## src/core/exc_pkg.sv

```systemverilog
/*
 * constants, states and port structs of the exception and reset unit.
 * assumes a single 40 MHz clock shared by the core, the system bus and the register bus.
 */
package exc_pkg;

  // ***************************************
  // register map
  // ***************************************
  localparam logic [7:0] A_STATUS = 8'h00;
  localparam logic [7:0] A_VBASE = 8'h04;
  localparam logic [7:0] A_AVSEL = 8'h08;
  localparam logic [7:0] A_LMEM = 8'h0c;
  localparam logic [7:0] A_STATE = 8'h10;
  localparam logic [7:0] A_SP = 8'h14;
  localparam logic [7:0] A_PC = 8'h18;
  localparam logic [1:0] RESP_OKAY = 2'h0;
  localparam logic [1:0] RESP_SLVERR = 2'h2;

  // ***************************************
  // status word, vectors, addresses
  // ***************************************
  localparam int SR_T = 15;
  localparam int SR_S = 13;
  localparam int SR_M = 12;
  localparam int SR_IPL = 8;
  localparam logic [2:0] IPL_MAX = 3'h7;
  localparam logic [31:0] VBR_RESET = 32'h0000_0000;
  localparam logic [31:0] ADDR_SP = 32'h0000_0000;
  localparam logic [31:0] ADDR_PC = 32'h0000_0004;
  localparam logic [7:0] VEC_ACCESS = 8'h02;
  localparam logic [7:0] VEC_TRACE = 8'h09;
  localparam logic [7:0] VEC_SPURIOUS = 8'h18;
  localparam logic [7:0] VEC_AUTO_BASE = 8'h18;
  localparam logic [7:0] VEC_UNSUP = 8'h61;
  localparam int LMEM_N = 4;

  typedef enum logic [6:0] {
    ST_RESET = 7'h01,
    ST_FETCH_SP = 7'h02,
    ST_FETCH_PC = 7'h04,
    ST_RUN = 7'h08,
    ST_IACK = 7'h10,
    ST_VECT = 7'h20,
    ST_HALT = 7'h40
  } exc_state_t;

  // ***************************************
  // port structs
  // ***************************************
  typedef struct packed {
    logic awvalid;
    logic [7:0] awaddr;
    logic wvalid;
    logic [31:0] wdata;
    logic [3:0] wstrb;
    logic bready;
    logic arvalid;
    logic [7:0] araddr;
    logic rready;
  } axil_req_t;

  typedef struct packed {
    logic awready;
    logic wready;
    logic bvalid;
    logic [1:0] bresp;
    logic arready;
    logic rvalid;
    logic [31:0] rdata;
    logic [1:0] rresp;
  } axil_rsp_t;

  typedef struct packed {
    logic valid;
    logic iack;
    logic [31:0] addr;
  } bus_req_t;

  typedef struct packed {
    logic valid;
    logic err;
    logic [31:0] data;
  } bus_rsp_t;

  typedef struct packed {
    logic instr_done;
    logic unsupported_op;
    logic fault;
  } core_in_t;

  typedef struct packed {
    logic running;
    logic halted;
    logic in_reset;
    logic redirect;
    logic [31:0] redirect_pc;
    logic [31:0] stack_ptr;
    logic [7:0] vector;
    logic [LMEM_N-1:0] lmem_enable;
    logic [15:0] status_word;
  } core_out_t;

endpackage

```

## src/core/exc_unit.sv

```systemverilog
/*
 * exception and reset unit: reset sequence, interrupt and vector fetch, unsupported opcode,
 * trace and fault-on-fault halt, with an AXI4-Lite register slave.
 * assumes the system bus and core run on aclk; reset_in_n and irq_level are asynchronous pins.
 */
`timescale 1ns/10ps
module exc_unit (
  // clock and reset
  input wire logic aclk,
  input wire logic aresetn,
  // pins
  input wire logic reset_in_n,
  input wire logic [2:0] irq_level,
  // register bus
  input wire exc_pkg::axil_req_t s_in,
  output exc_pkg::axil_rsp_t s_out,
  // system bus read master
  output exc_pkg::bus_req_t bus_out,
  input wire exc_pkg::bus_rsp_t bus_in,
  // core
  input wire exc_pkg::core_in_t core_in,
  output exc_pkg::core_out_t core_out
);

  typedef struct packed {
    exc_pkg::exc_state_t st;
    logic [15:0] sr;
    logic [31:0] vector_base;
    logic [7:0] avsel;
    logic [exc_pkg::LMEM_N-1:0] lmem;
    logic [7:0] vec;
    logic booted;
    logic aw_got;
    logic [7:0] aw_addr;
    logic w_got;
    logic [31:0] wdata;
    logic [3:0] wstrb;
    exc_pkg::axil_rsp_t s;
    exc_pkg::bus_req_t bus;
    exc_pkg::core_out_t co;
  } unit_state_t;

  unit_state_t r;
  unit_state_t next_r;
  logic [3:0] pins_s;
  logic rst_s;
  logic [2:0] lvl_s;

  // ***************************************
  // pin synchronisers
  // ***************************************
  pin_sync #(.W(4)) u_sync (
    .aclk(aclk),
    .aresetn(aresetn),
    .d({reset_in_n, irq_level}),
    .q(pins_s)
  );
  assign rst_s = pins_s[3];
  assign lvl_s = pins_s[2:0];

  function automatic logic [31:0] merge(input logic [31:0] old, input logic [31:0] d, input logic [3:0] be);
    logic [31:0] m;
    m = old;
    for (int i = 0; i < 4; i++) begin
      if (be[i]) begin
        m[8*i +: 8] = d[8*i +: 8];
      end
    end
    return m;
  endfunction

  // ***************************************
  // next state
  // ***************************************
  always_comb begin
    logic [31:0] wm;
    logic go_vect;
    logic [7:0] vsel;
    logic irq_take;
    wm = 32'h0;
    go_vect = 1'b0;
    vsel = r.vec;
    irq_take = (lvl_s == exc_pkg::IPL_MAX) || (lvl_s > r.sr[exc_pkg::SR_IPL +: 3]);
    next_r = r;
    next_r.co.redirect = 1'b0;

    // register bus: address and data taken in either order
    if (s_in.awvalid && r.s.awready) begin
      next_r.aw_got = 1'b1;
      next_r.aw_addr = s_in.awaddr;
    end
    if (s_in.wvalid && r.s.wready) begin
      next_r.w_got = 1'b1;
      next_r.wdata = s_in.wdata;
      next_r.wstrb = s_in.wstrb;
    end
    if (r.s.bvalid && s_in.bready) begin
      next_r.s.bvalid = 1'b0;
    end
    if (r.aw_got && r.w_got && !r.s.bvalid) begin
      next_r.aw_got = 1'b0;
      next_r.w_got = 1'b0;
      next_r.s.bvalid = 1'b1;
      next_r.s.bresp = exc_pkg::RESP_OKAY;
      case (r.aw_addr)
        exc_pkg::A_STATUS: begin
          wm = merge({16'h0, r.sr}, r.wdata, r.wstrb);
          next_r.sr = wm[15:0];
        end
        exc_pkg::A_VBASE: begin
          next_r.vector_base = merge(r.vector_base, r.wdata, r.wstrb);
        end
        exc_pkg::A_AVSEL: begin
          wm = merge({24'h0, r.avsel}, r.wdata, r.wstrb);
          next_r.avsel = wm[7:0];
        end
        exc_pkg::A_LMEM: begin
          wm = merge({28'h0, r.lmem}, r.wdata, r.wstrb);
          next_r.lmem = wm[exc_pkg::LMEM_N-1:0];
        end
        exc_pkg::A_STATE, exc_pkg::A_SP, exc_pkg::A_PC: begin
          next_r.s.bresp = exc_pkg::RESP_OKAY;
        end
        default: begin
          next_r.s.bresp = exc_pkg::RESP_SLVERR;
        end
      endcase
    end
    if (r.s.rvalid && s_in.rready) begin
      next_r.s.rvalid = 1'b0;
    end
    if (s_in.arvalid && r.s.arready) begin
      next_r.s.rvalid = 1'b1;
      next_r.s.rresp = exc_pkg::RESP_OKAY;
      case (s_in.araddr)
        exc_pkg::A_STATUS: next_r.s.rdata = {16'h0, r.sr};
        exc_pkg::A_VBASE: next_r.s.rdata = r.vector_base;
        exc_pkg::A_AVSEL: next_r.s.rdata = {24'h0, r.avsel};
        exc_pkg::A_LMEM: next_r.s.rdata = {28'h0, r.lmem};
        exc_pkg::A_STATE: next_r.s.rdata = {15'h0, r.booted, r.vec, 1'b0, r.st};
        exc_pkg::A_SP: next_r.s.rdata = r.co.stack_ptr;
        exc_pkg::A_PC: next_r.s.rdata = r.co.redirect_pc;
        default: begin
          next_r.s.rdata = 32'h0;
          next_r.s.rresp = exc_pkg::RESP_SLVERR;
        end
      endcase
    end

    // exception sequencer; hardware updates follow register writes so they win
    case (r.st)
      exc_pkg::ST_RESET: begin
        next_r.st = exc_pkg::ST_FETCH_SP;
        next_r.bus.valid = 1'b1;
        next_r.bus.iack = 1'b0;
        next_r.bus.addr = exc_pkg::ADDR_SP;
      end
      exc_pkg::ST_FETCH_SP: begin
        if (core_in.fault || (bus_in.valid && bus_in.err)) begin
          next_r.st = exc_pkg::ST_HALT;
          next_r.bus.valid = 1'b0;
        end else if (bus_in.valid) begin
          next_r.co.stack_ptr = bus_in.data;
          next_r.bus.addr = exc_pkg::ADDR_PC;
          next_r.st = exc_pkg::ST_FETCH_PC;
        end
      end
      exc_pkg::ST_FETCH_PC: begin
        if (core_in.fault || (bus_in.valid && bus_in.err)) begin
          next_r.st = exc_pkg::ST_HALT;
          next_r.bus.valid = 1'b0;
        end else if (bus_in.valid) begin
          next_r.co.redirect_pc = bus_in.data;
          next_r.co.redirect = 1'b1;
          next_r.bus.valid = 1'b0;
          next_r.st = exc_pkg::ST_RUN;
        end
      end
      exc_pkg::ST_RUN: begin
        if (core_in.fault && !r.booted) begin
          next_r.st = exc_pkg::ST_HALT;
        end else if (core_in.fault) begin
          go_vect = 1'b1;
          vsel = exc_pkg::VEC_ACCESS;
        end else if (core_in.unsupported_op) begin
          go_vect = 1'b1;
          vsel = exc_pkg::VEC_UNSUP;
        end else if (core_in.instr_done && r.sr[exc_pkg::SR_T]) begin
          go_vect = 1'b1;
          vsel = exc_pkg::VEC_TRACE;
        end else if (irq_take) begin
          next_r.sr[exc_pkg::SR_IPL +: 3] = lvl_s;
          next_r.sr[exc_pkg::SR_S] = 1'b1;
          next_r.sr[exc_pkg::SR_T] = 1'b0;
          if (r.avsel[lvl_s]) begin
            go_vect = 1'b1;
            vsel = exc_pkg::VEC_AUTO_BASE + {5'h0, lvl_s};
          end else begin
            next_r.st = exc_pkg::ST_IACK;
            next_r.bus.valid = 1'b1;
            next_r.bus.iack = 1'b1;
            next_r.bus.addr = {29'h0, lvl_s};
          end
        end
        if (core_in.instr_done) begin
          next_r.booted = 1'b1;
        end
      end
      exc_pkg::ST_IACK: begin
        if (core_in.fault) begin
          next_r.st = exc_pkg::ST_HALT;
          next_r.bus.valid = 1'b0;
        end else if (bus_in.valid) begin
          go_vect = 1'b1;
          vsel = bus_in.err ? exc_pkg::VEC_SPURIOUS : bus_in.data[7:0];
        end
      end
      exc_pkg::ST_VECT: begin
        if (core_in.fault || (bus_in.valid && bus_in.err)) begin
          next_r.st = exc_pkg::ST_HALT;
          next_r.bus.valid = 1'b0;
        end else if (bus_in.valid) begin
          next_r.co.redirect_pc = bus_in.data;
          next_r.co.redirect = 1'b1;
          next_r.bus.valid = 1'b0;
          next_r.st = exc_pkg::ST_RUN;
        end
      end
      exc_pkg::ST_HALT: begin
        next_r.st = exc_pkg::ST_HALT;
      end
      default: begin
        next_r.st = exc_pkg::ST_HALT;
      end
    endcase
    if (go_vect) begin
      if (r.st == exc_pkg::ST_RUN) begin
        next_r.sr[exc_pkg::SR_S] = 1'b1;
        next_r.sr[exc_pkg::SR_T] = 1'b0;
      end
      next_r.vec = vsel;
      next_r.st = exc_pkg::ST_VECT;
      next_r.bus.valid = 1'b1;
      next_r.bus.iack = 1'b0;
      next_r.bus.addr = r.vector_base + {22'h0, vsel, 2'b00};
    end

    // reset input overrides the sequencer, status bits, vector base and local memories and drops work in flight
    if (!rst_s) begin
      next_r.st = exc_pkg::ST_RESET;
      next_r.bus.valid = 1'b0;
      next_r.bus.iack = 1'b0;
      next_r.booted = 1'b0;
      next_r.co.redirect = 1'b0;
      next_r.sr[exc_pkg::SR_S] = 1'b1;
      next_r.sr[exc_pkg::SR_T] = 1'b0;
      next_r.sr[exc_pkg::SR_M] = 1'b0;
      next_r.sr[exc_pkg::SR_IPL +: 3] = exc_pkg::IPL_MAX;
      next_r.vector_base = exc_pkg::VBR_RESET;
      next_r.lmem = '0;
    end

    next_r.s.awready = !next_r.aw_got && !next_r.s.bvalid;
    next_r.s.wready = !next_r.w_got && !next_r.s.bvalid;
    next_r.s.arready = !next_r.s.rvalid;
    next_r.co.running = (next_r.st == exc_pkg::ST_RUN);
    next_r.co.halted = (next_r.st == exc_pkg::ST_HALT);
    next_r.co.in_reset = (next_r.st == exc_pkg::ST_RESET);
    next_r.co.vector = next_r.vec;
    next_r.co.lmem_enable = next_r.lmem;
    next_r.co.status_word = next_r.sr;
  end

  // ***************************************
  // state register
  // ***************************************
  always_ff @(posedge aclk) begin
    if (!aresetn) begin
      r <= '0;
      r.st <= exc_pkg::ST_RESET;
      r.co.in_reset <= 1'b1;
    end else begin
      r <= next_r;
    end
  end

  assign s_out = r.s;
  assign bus_out = r.bus;
  assign core_out = r.co;
endmodule

```

## src/core/pin_sync.sv

```systemverilog
/*
 * two flip-flop synchroniser, one chain per bit.
 * assumes the inputs are asynchronous pins; outputs read as zero while aresetn is low.
 */
`timescale 1ns/10ps
module pin_sync #(
  parameter int W = 1
) (
  // clock and reset
  input wire logic aclk,
  input wire logic aresetn,
  // pins in, synchronised out
  input wire logic [W-1:0] d,
  output logic [W-1:0] q
);

  // ***************************************
  // per-bit chains
  // ***************************************
  for (genvar i = 0; i < W; i++) begin : g_bit
    logic meta;
    always_ff @(posedge aclk) begin
      if (!aresetn) begin
        meta <= 1'b0;
        q[i] <= 1'b0;
      end else begin
        meta <= d[i];
        q[i] <= meta;
      end
    end
  end

endmodule

```

## config.mk

```make
export PLATFORM = sky130hd
export DESIGN_NAME = exc_unit
export DESIGN_NICKNAME = d
export VERILOG_FILES = /design/src/core/exc_pkg.sv /design/src/core/exc_unit.sv /design/src/core/pin_sync.sv
export SDC_FILE = /design/constraint.sdc
export NUM_CORES = 1
export LEC_CHECK = 0
export BUFFER_PORTS_ARGS = -buffer_cell sky130_fd_sc_hd__buf_2
export CORE_UTILIZATION = 35
export CTS_CLUSTER_DIAMETER = 150
export DETAILED_ROUTE_END_ITERATION = 8
export PLACE_DENSITY = 0.58
export SLEW_MARGIN = 25
export SYNTH_ARGS = -nofsm -noshare
export SYNTH_HDL_FRONTEND = slang
export SYNTH_HIERARCHICAL = 1
export SYNTH_SLANG_ARGS = --single-unit
export TNS_END_PERCENT = 1
```

## constraint.sdc

```tcl
create_clock -name aclk -period 9.7 [get_ports aclk]
set_input_delay 1.94 -clock aclk [delete_from_list [all_inputs] [get_ports aclk]]
set_output_delay 1.94 -clock aclk [all_outputs]
set_load 0.02 [all_outputs]
```

==> metrics.md, run 1 <==
| Metric | Value |
|---|---|
| Fmax | `195 MHz` |
| ANT nets after route | `0` |
| Fin util | `0.396` |
| Maximum VDD drop | `0.137 mV` |
| Vias per cell | `5.24` |
| GRT overflow | `0` |
| Total GRT Usage | `0.223` |
| Vias in the first global route | `10.8k` |
| # hold bufs at CTS | `0` |
| Die width | `196 µm` |
| Reg2reg start | `u_sync/q[0]` |
| Post-cts sizing count | `0` |
| Total die area | `0.0385 mm²` |
| Leading post-synthesis cells by cell area | `dfxtp_1 41%, buf_4 9.7%, nand2_1 9.3%` |
| Largest net degree at the start of global routing | `96` |
| Fin crit share | `0.530` |
| FF-to-FF path depth | `15` |
| Detail Placement HPWL | `32200 µm` |
| Final Cell Area | `0.0146 mm²` |
| Most frequent cells in the layout | `327 x nand2_1, 271 x dfxtp_1, 268 x buf_2` |
| Diode count | `0` |
| Final setup fails | `0` |
| Worst rel slew slack | `0.321` |
| Sw frac | `0.241` |
| Sequential power share | `0.475` |
| Post-synthesis instance total | `1595` |
| CTS tree | `done` |
| Hold path endpoint | `u_sync/q[0]` |
| Clk network pwr share | `0.477` |
| Number of remaining DRC errors | `0` |
| Share of flip-flops with an asynchronous set or reset | `0` |
| Layout cell share with drive strength beyond 1 | `0.216` |
| R2R Setup Slk | `5.18 ns` |
| Worst slack, placed | `4.08 ns` |
| Drt pass-1 iters | `5` |
| Vias | `11.4k` |
| Post-synth top area share | `0.411` |
| NetSw | `581 µW` |
| Antenna violations before repair | `0` |
| Htree depth | `1` |
| Unrepaired setup endpoints after global routing | `no` |
| Post-synth top area cell | `dfxtp_1` |
| Crit path time final | `5.14 ns` |
| Combinational fraction of design power | `0.048` |
| Status | `completed` |
| End of the worst register-to-register path | `bus_out[27]` |
| Sequential-to-total area share from yosys stat | `0.411` |
| Crit path kind | `input pin to register` |
| Gpl congestion | `0.919` |
| Final Hold Violating Endpoints | `0` |
| IO buf count | `268` |
| Commonest non-fill, non-tap cell in the layout | `nand2_1` |
| Int Power | `1830 µW` |
| Crit path capture type | `register` |
| Post-CTS Setup Bufs | `0` |
| Actual slew at the worst max-slew pin | `1.02 ns` |
| Synth Flop Type | `dfxtp_1` |
| Worst Hold Class | `register to register` |
| CTS sink count | `271` |
| Yosys cell types | `79` |
| FILL cells | `3809` |
| Critical path fanouts, max | `18` |
| Die Y-Extent | `196 µm` |
| Skew final | `0.00930 ns` |
| Synthesis Warnings | `6` |
| Worst path required time | `10.13 ns` |
| Final nets | `1757` |
| IO Pins | `271` |
| Clock buffer depth | `3` |
| Cell Area, Placed | `0.0136 mm²` |
| Total Wirelength | `44000 µm` |
| First-pass GRT wire length | `66500 µm` |
| Synth Cell Area | `0.0132 mm²` |
| Drt wl/cell | `20.3 µm` |
| Starting Density | `0.358` |
| Power density of the placed cells | `165 mW/mm²` |
| Synth Register Bits | `271` |
| Setup TNS Final | `0 ns` |
| Clock-pin slew on the worst setup and hold paths | `0.06 ns` |
| LEAKAGE | `0.00574 µW` |
| Clk_lat worst skew | `0.57 ns` |
| Cell Rows | `70` |
| Slack of the critical path | `4.56 ns` |
| Max-cap violations | `0` |
| 1st-iter DRT viols | `902` |
| Layout area overhead | `10.6%` |
| Worst hold path depth | `1` |
| Hold_sp | `u_sync/g_bit[0].meta` |
| Synth Area per Inst | `8.28 µm²` |
| Core ar. | `0.0369 mm²` |
| Post-synth EDFFs | `0` |
| CTS root buffer | `clkbuf_16` |
| Max-slew violations | `0` |
| Startpoint class of the critical path | `input pin` |
| CTS Buf Count | `31` |
| Arrival @ worst endpoint | `5.57 ns` |
## logic make-up (layout without fill, tap and decap cells)
| family | after synthesis | after routing | synth area share |
|---|---|---|---|
| fa+ha+maj | 14 | 14 | 0.0138 |
| other cells | 1 | 2 | 0.000284 |
| xor+xnor | 29 | 29 | 0.0192 |
| flops | 271 | 271 | 0.411 |
| compound gates | 370 | 370 | 0.179 |
| mux | 59 | 59 | 0.0491 |
| buf+inv | 281 | 349 | 0.132 |
| simple gates | 570 | 570 | 0.195 |
## final cells by class
type                    count  area, µm²  area share
inverters                  16       62.6     0.00429
repair buffers            279       1430      0.0978
flip-flops and latches    271       5430       0.372
clock buffers              42        877      0.0601
clock inverters            12        124     0.00849
well taps                 504        631      0.0432
multi-input cells        1044       6050       0.414
## power groups by stage
stage / clock [µW] / combinational (µW) / sequential (µW)
finish: 1150 / 115 / 1140
global route: 1220 / 126 / 1150
CTS: 1180 / 115 / 1140
detailed placement: 0 / 115 / 1170
global placement: 0 / 114 / 1170
floorplan: 0 / 75.2 / 1160
## synthesized netlist by cell type, types with 17 or more instances
| library cell | number |
|---|---|
| buf_4 | 171 |
| clkbuf_1 | 69 |
| nor3_1 | 19 |
| buf_2 | 21 |
| a21oi_1 | 186 |
| nand2_1 | 328 |
| nand3_1 | 44 |
| mux2i_1 | 49 |
| o2bb2ai_1 | 32 |
| xnor2_1 | 17 |
| dfxtp_1 | 271 |
| nor2_1 | 72 |
| o21ai_0 | 39 |
| and2_1 | 37 |
## worst max-delay path by stage
stage                from  slack (ns)     endpoint
2_1_floorplan  bus_in[32]        4.96  bus_out[27]
3_3_place_gp   core_in[0]        4.17  bus_out[31]
3_5_place_dp   core_in[0]        4.08  bus_out[27]
4_1_cts        core_in[0]        4.66  bus_out[27]
5_1_grt        core_in[0]        4.26  bus_out[27]
6_report       core_in[0]        4.56  bus_out[27]
## flip-flops by register name, indices dropped and copies added, names as in the netlist
signal,cells
r,94
bus_out,34
core_out,96
u_sync/g_bit.meta,4
u_sync/q,4
s_out,39
## per-stage QoR
stage	std cells	hold WS (ns)	total power [µW]
2_1_floorplan	1596	0.406	1240
3_3_place_gp	2114	0.416	1280
3_5_place_dp	2114	0.420	1280
4_1_cts	2168	0.438	2440
5_1_grt	2168	0.448	2500
6_report	2168	0.432	2410
## critical path, stage by stage
cell and delay (ns):
buf_2 0.21, a211oi_1 0.64, nand2_1 0.20, a21oi_1 0.33, a21oi_4 0.22, o21ai_0 0.28, ha_1 0.25, nand4_1 0.22
o221a_2 0.32, o31a_1 0.26, nor4b_1 0.45, xnor2_1 0.16, o2bb2ai_1 0.08
## layer usage
metal  share of wire  global-route usage
met3           0.078              0.0385
met4           0.025              0.0584
met5               0                   0
met2            0.43               0.346
met1            0.47               0.318
Power figures use the tool's default switching activity.
==> run 2: changes to the inputs <==
Clock period 9.7 ns to 5.35 ns, I/O delays scaled along.
==> run 2 against run 1 <==
Against the previous run:
- clock skew rose by 0.0039 ns
- cell area rose by 1.2%
- via count rose by 0.63%
- wire length rose by 0.96%
- worst setup slack got worse by 3.5 ns
- clock-buffer cell count fell by 1
- non-clock buffer count rose by 4
- first-iteration DRC count fell by 3.5%
- worst hold slack got worse by 0.0017 ns
- clock power rose by 110%
- critical path type is now register to register
- critical endpoint unchanged
- highest routed layer unchanged
==> metrics.md, run 2 (same netlist as run 1, synthesis figures left out) <==
| Metric | Value |
|---|---|
| Status | `completed` |
| Worst Hold Class | `register to register` |
| ANT nets after route | `0` |
| Max-slew violations | `0` |
| Vias | `11.4k` |
| CTS root buffer | `clkbuf_16` |
| Hold path endpoint | `u_sync/q[3]` |
| Met1 Usage GRT | `0.328` |
| R2R Setup Slk | `1.01 ns` |
| Skew final | `0.0132 ns` |
| Worst path required time | `5.79 ns` |
| Total Wirelength | `44500 µm` |
| Vias per cell | `5.25` |
| Clock-pin slew on the worst setup and hold paths | `0.06 ns` |
| Power density of the placed cells | `315 mW/mm²` |
| Final nets | `1761` |
| Arrival @ worst endpoint | `4.78 ns` |
| Final Hold Violating Endpoints | `0` |
| Post-cts sizing count | `0` |
| Die width | `196 µm` |
| Startpoint class of the critical path | `register` |
| LEAKAGE | `0.00583 µW` |
| Reg2reg start | `u_sync/q[0]` |
| Core ar. | `0.0369 mm²` |
| Max-cap violations | `0` |
| Fmax | `231 MHz` |
| Max reg flops | `96` |
| Fin util | `0.401` |
| Total die area | `0.0385 mm²` |
| Crit path kind | `register to register` |
| Detail Placement HPWL | `32600 µm` |
| Worst rel slew slack | `0.344` |
| Fin cells | `2177` |
| Number of remaining DRC errors | `0` |
| First-pass GRT wire length | `66700 µm` |
| Hold_sp | `u_sync/g_bit[3].meta` |
| Clk_lat worst skew | `0.58 ns` |
| Maximum VDD drop | `0.278 mV` |
| IO buf count | `268` |
| Most frequent cells in the layout | `327 x nand2_1, 271 x dfxtp_1, 268 x buf_2` |
| Critical path fanouts, max | `11` |
| Met3 Usage GRT | `0.0385` |
| Antenna violations before repair | `0` |
| Vias in the first global route | `10.8k` |
| # hold bufs at CTS | `0` |
| GRT overflow | `0` |
| FF-to-FF path depth | `15` |
| Layout area overhead | `11.9%` |
| 1st-iter DRT viols | `870` |
| CTS Buf Count | `31` |
| Commonest non-fill, non-tap cell in the layout | `nand2_1` |
| Placed cell count | `2118` |
| Global routing met2 resource utilization | `0.339` |
| Htree depth | `1` |
| End of the worst register-to-register path | `bus_out[27]` |
| CTS sink count | `271` |
| Gpl congestion | `0.922` |
| Drt pass-1 iters | `8` |
| Die Y-Extent | `196 µm` |
| Starting Density | `0.358` |
| Unrepaired setup endpoints after global routing | `no` |
| CTS tree | `done` |
| Cell Rows | `70` |
| Setup crit start | `u_sync/q[0]` |
| Actual slew at the worst max-slew pin | `0.983 ns` |
| GRT busiest layer | `met2` |
| Total GRT Usage | `0.226` |
| Worst hold path depth | `1` |
| Fin crit share | `0.811` |
| Crit path time final | `4.34 ns` |
| IO Pins | `271` |
| Post-CTS Setup Bufs | `0` |
| Clock buffer depth | `3` |
| Drt wl/cell | `20.4 µm` |
| Final setup fails | `0` |
| Setup TNS Final | `0 ns` |
| Layout cell share with drive strength beyond 1 | `0.221` |
| Largest net degree at the start of global routing | `84` |
| Crit path capture type | `register` |
[run 2: cell count changes in the layout (fill, tap and decap cells not counted), sizes merged]
cell / previous run / this run
bufinv: 1 / 6
clkbuf: 42 / 41
diode: 0 / 1
buf: 279 / 283
[run 2: per-layer routing]
metal	vias up	share of wire	wire length, µm
met2	462	0.42	18900
met1	5428	0.48	21300
met4	0	0.028	1230
met5	-	0	0
li1	5459	-	-
met3	74	0.067	3000
[run 2: critical path, cell delays in order (launching register included)]
cell and delay [ns]:
dfxtp_1 0.52, inv_1 0.08, ha_1 0.27, nand3_1 0.08, o21ai_0 0.17, o31ai_2 0.59, nor2_1 0.11, o31a_1 0.31
or2_1 0.26, ha_1 0.35, nand4_1 0.20, o221a_2 0.30, o31a_1 0.27, nor4b_1 0.44, xnor2_1 0.16, o2bb2ai_1 0.07
[run 2: cell type report]
class	count	area, µm²
Inverter	16	62.6
Multi-Input combinational cell	1044	6050
Fill cell	3871	22100
Timing Repair Buffer	283	1450
Clock inverter	17	263
Sequential cell	271	5430
Tap cell	504	631
Antenna cell	1	2.50
Clock buffer	41	883
[run 2: worst max-delay path by stage]
stage and to:
2_1_floorplan bus_out[27], 3_3_place_gp bus_out[24], 3_5_place_dp bus_out[24], 4_1_cts bus_out[27], 5_1_grt bus_out[27], 6_report bus_out[27]
[run 2: power by group]
part | switching [µW] | internal (µW)
combinational | 141 | 71.2
sequential | 29.0 | 2050
clock | 909 | 1450
total | 1080 | 3570
[run 2: stage by stage]
step / worst slack (ns) / area [µm²] / hold slack (ns) / total power [µW]
floorplan: 1.48 / 13200 / 0.406 / 2240
global placement: 0.790 / 13600 / 0.418 / 2330
detailed placement: 0.732 / 13600 / 0.427 / 2330
CTS: 1.06 / 14800 / 0.438 / 4690
global route: 0.751 / 14800 / 0.449 / 4800
finish: 1.01 / 14800 / 0.430 / 4650
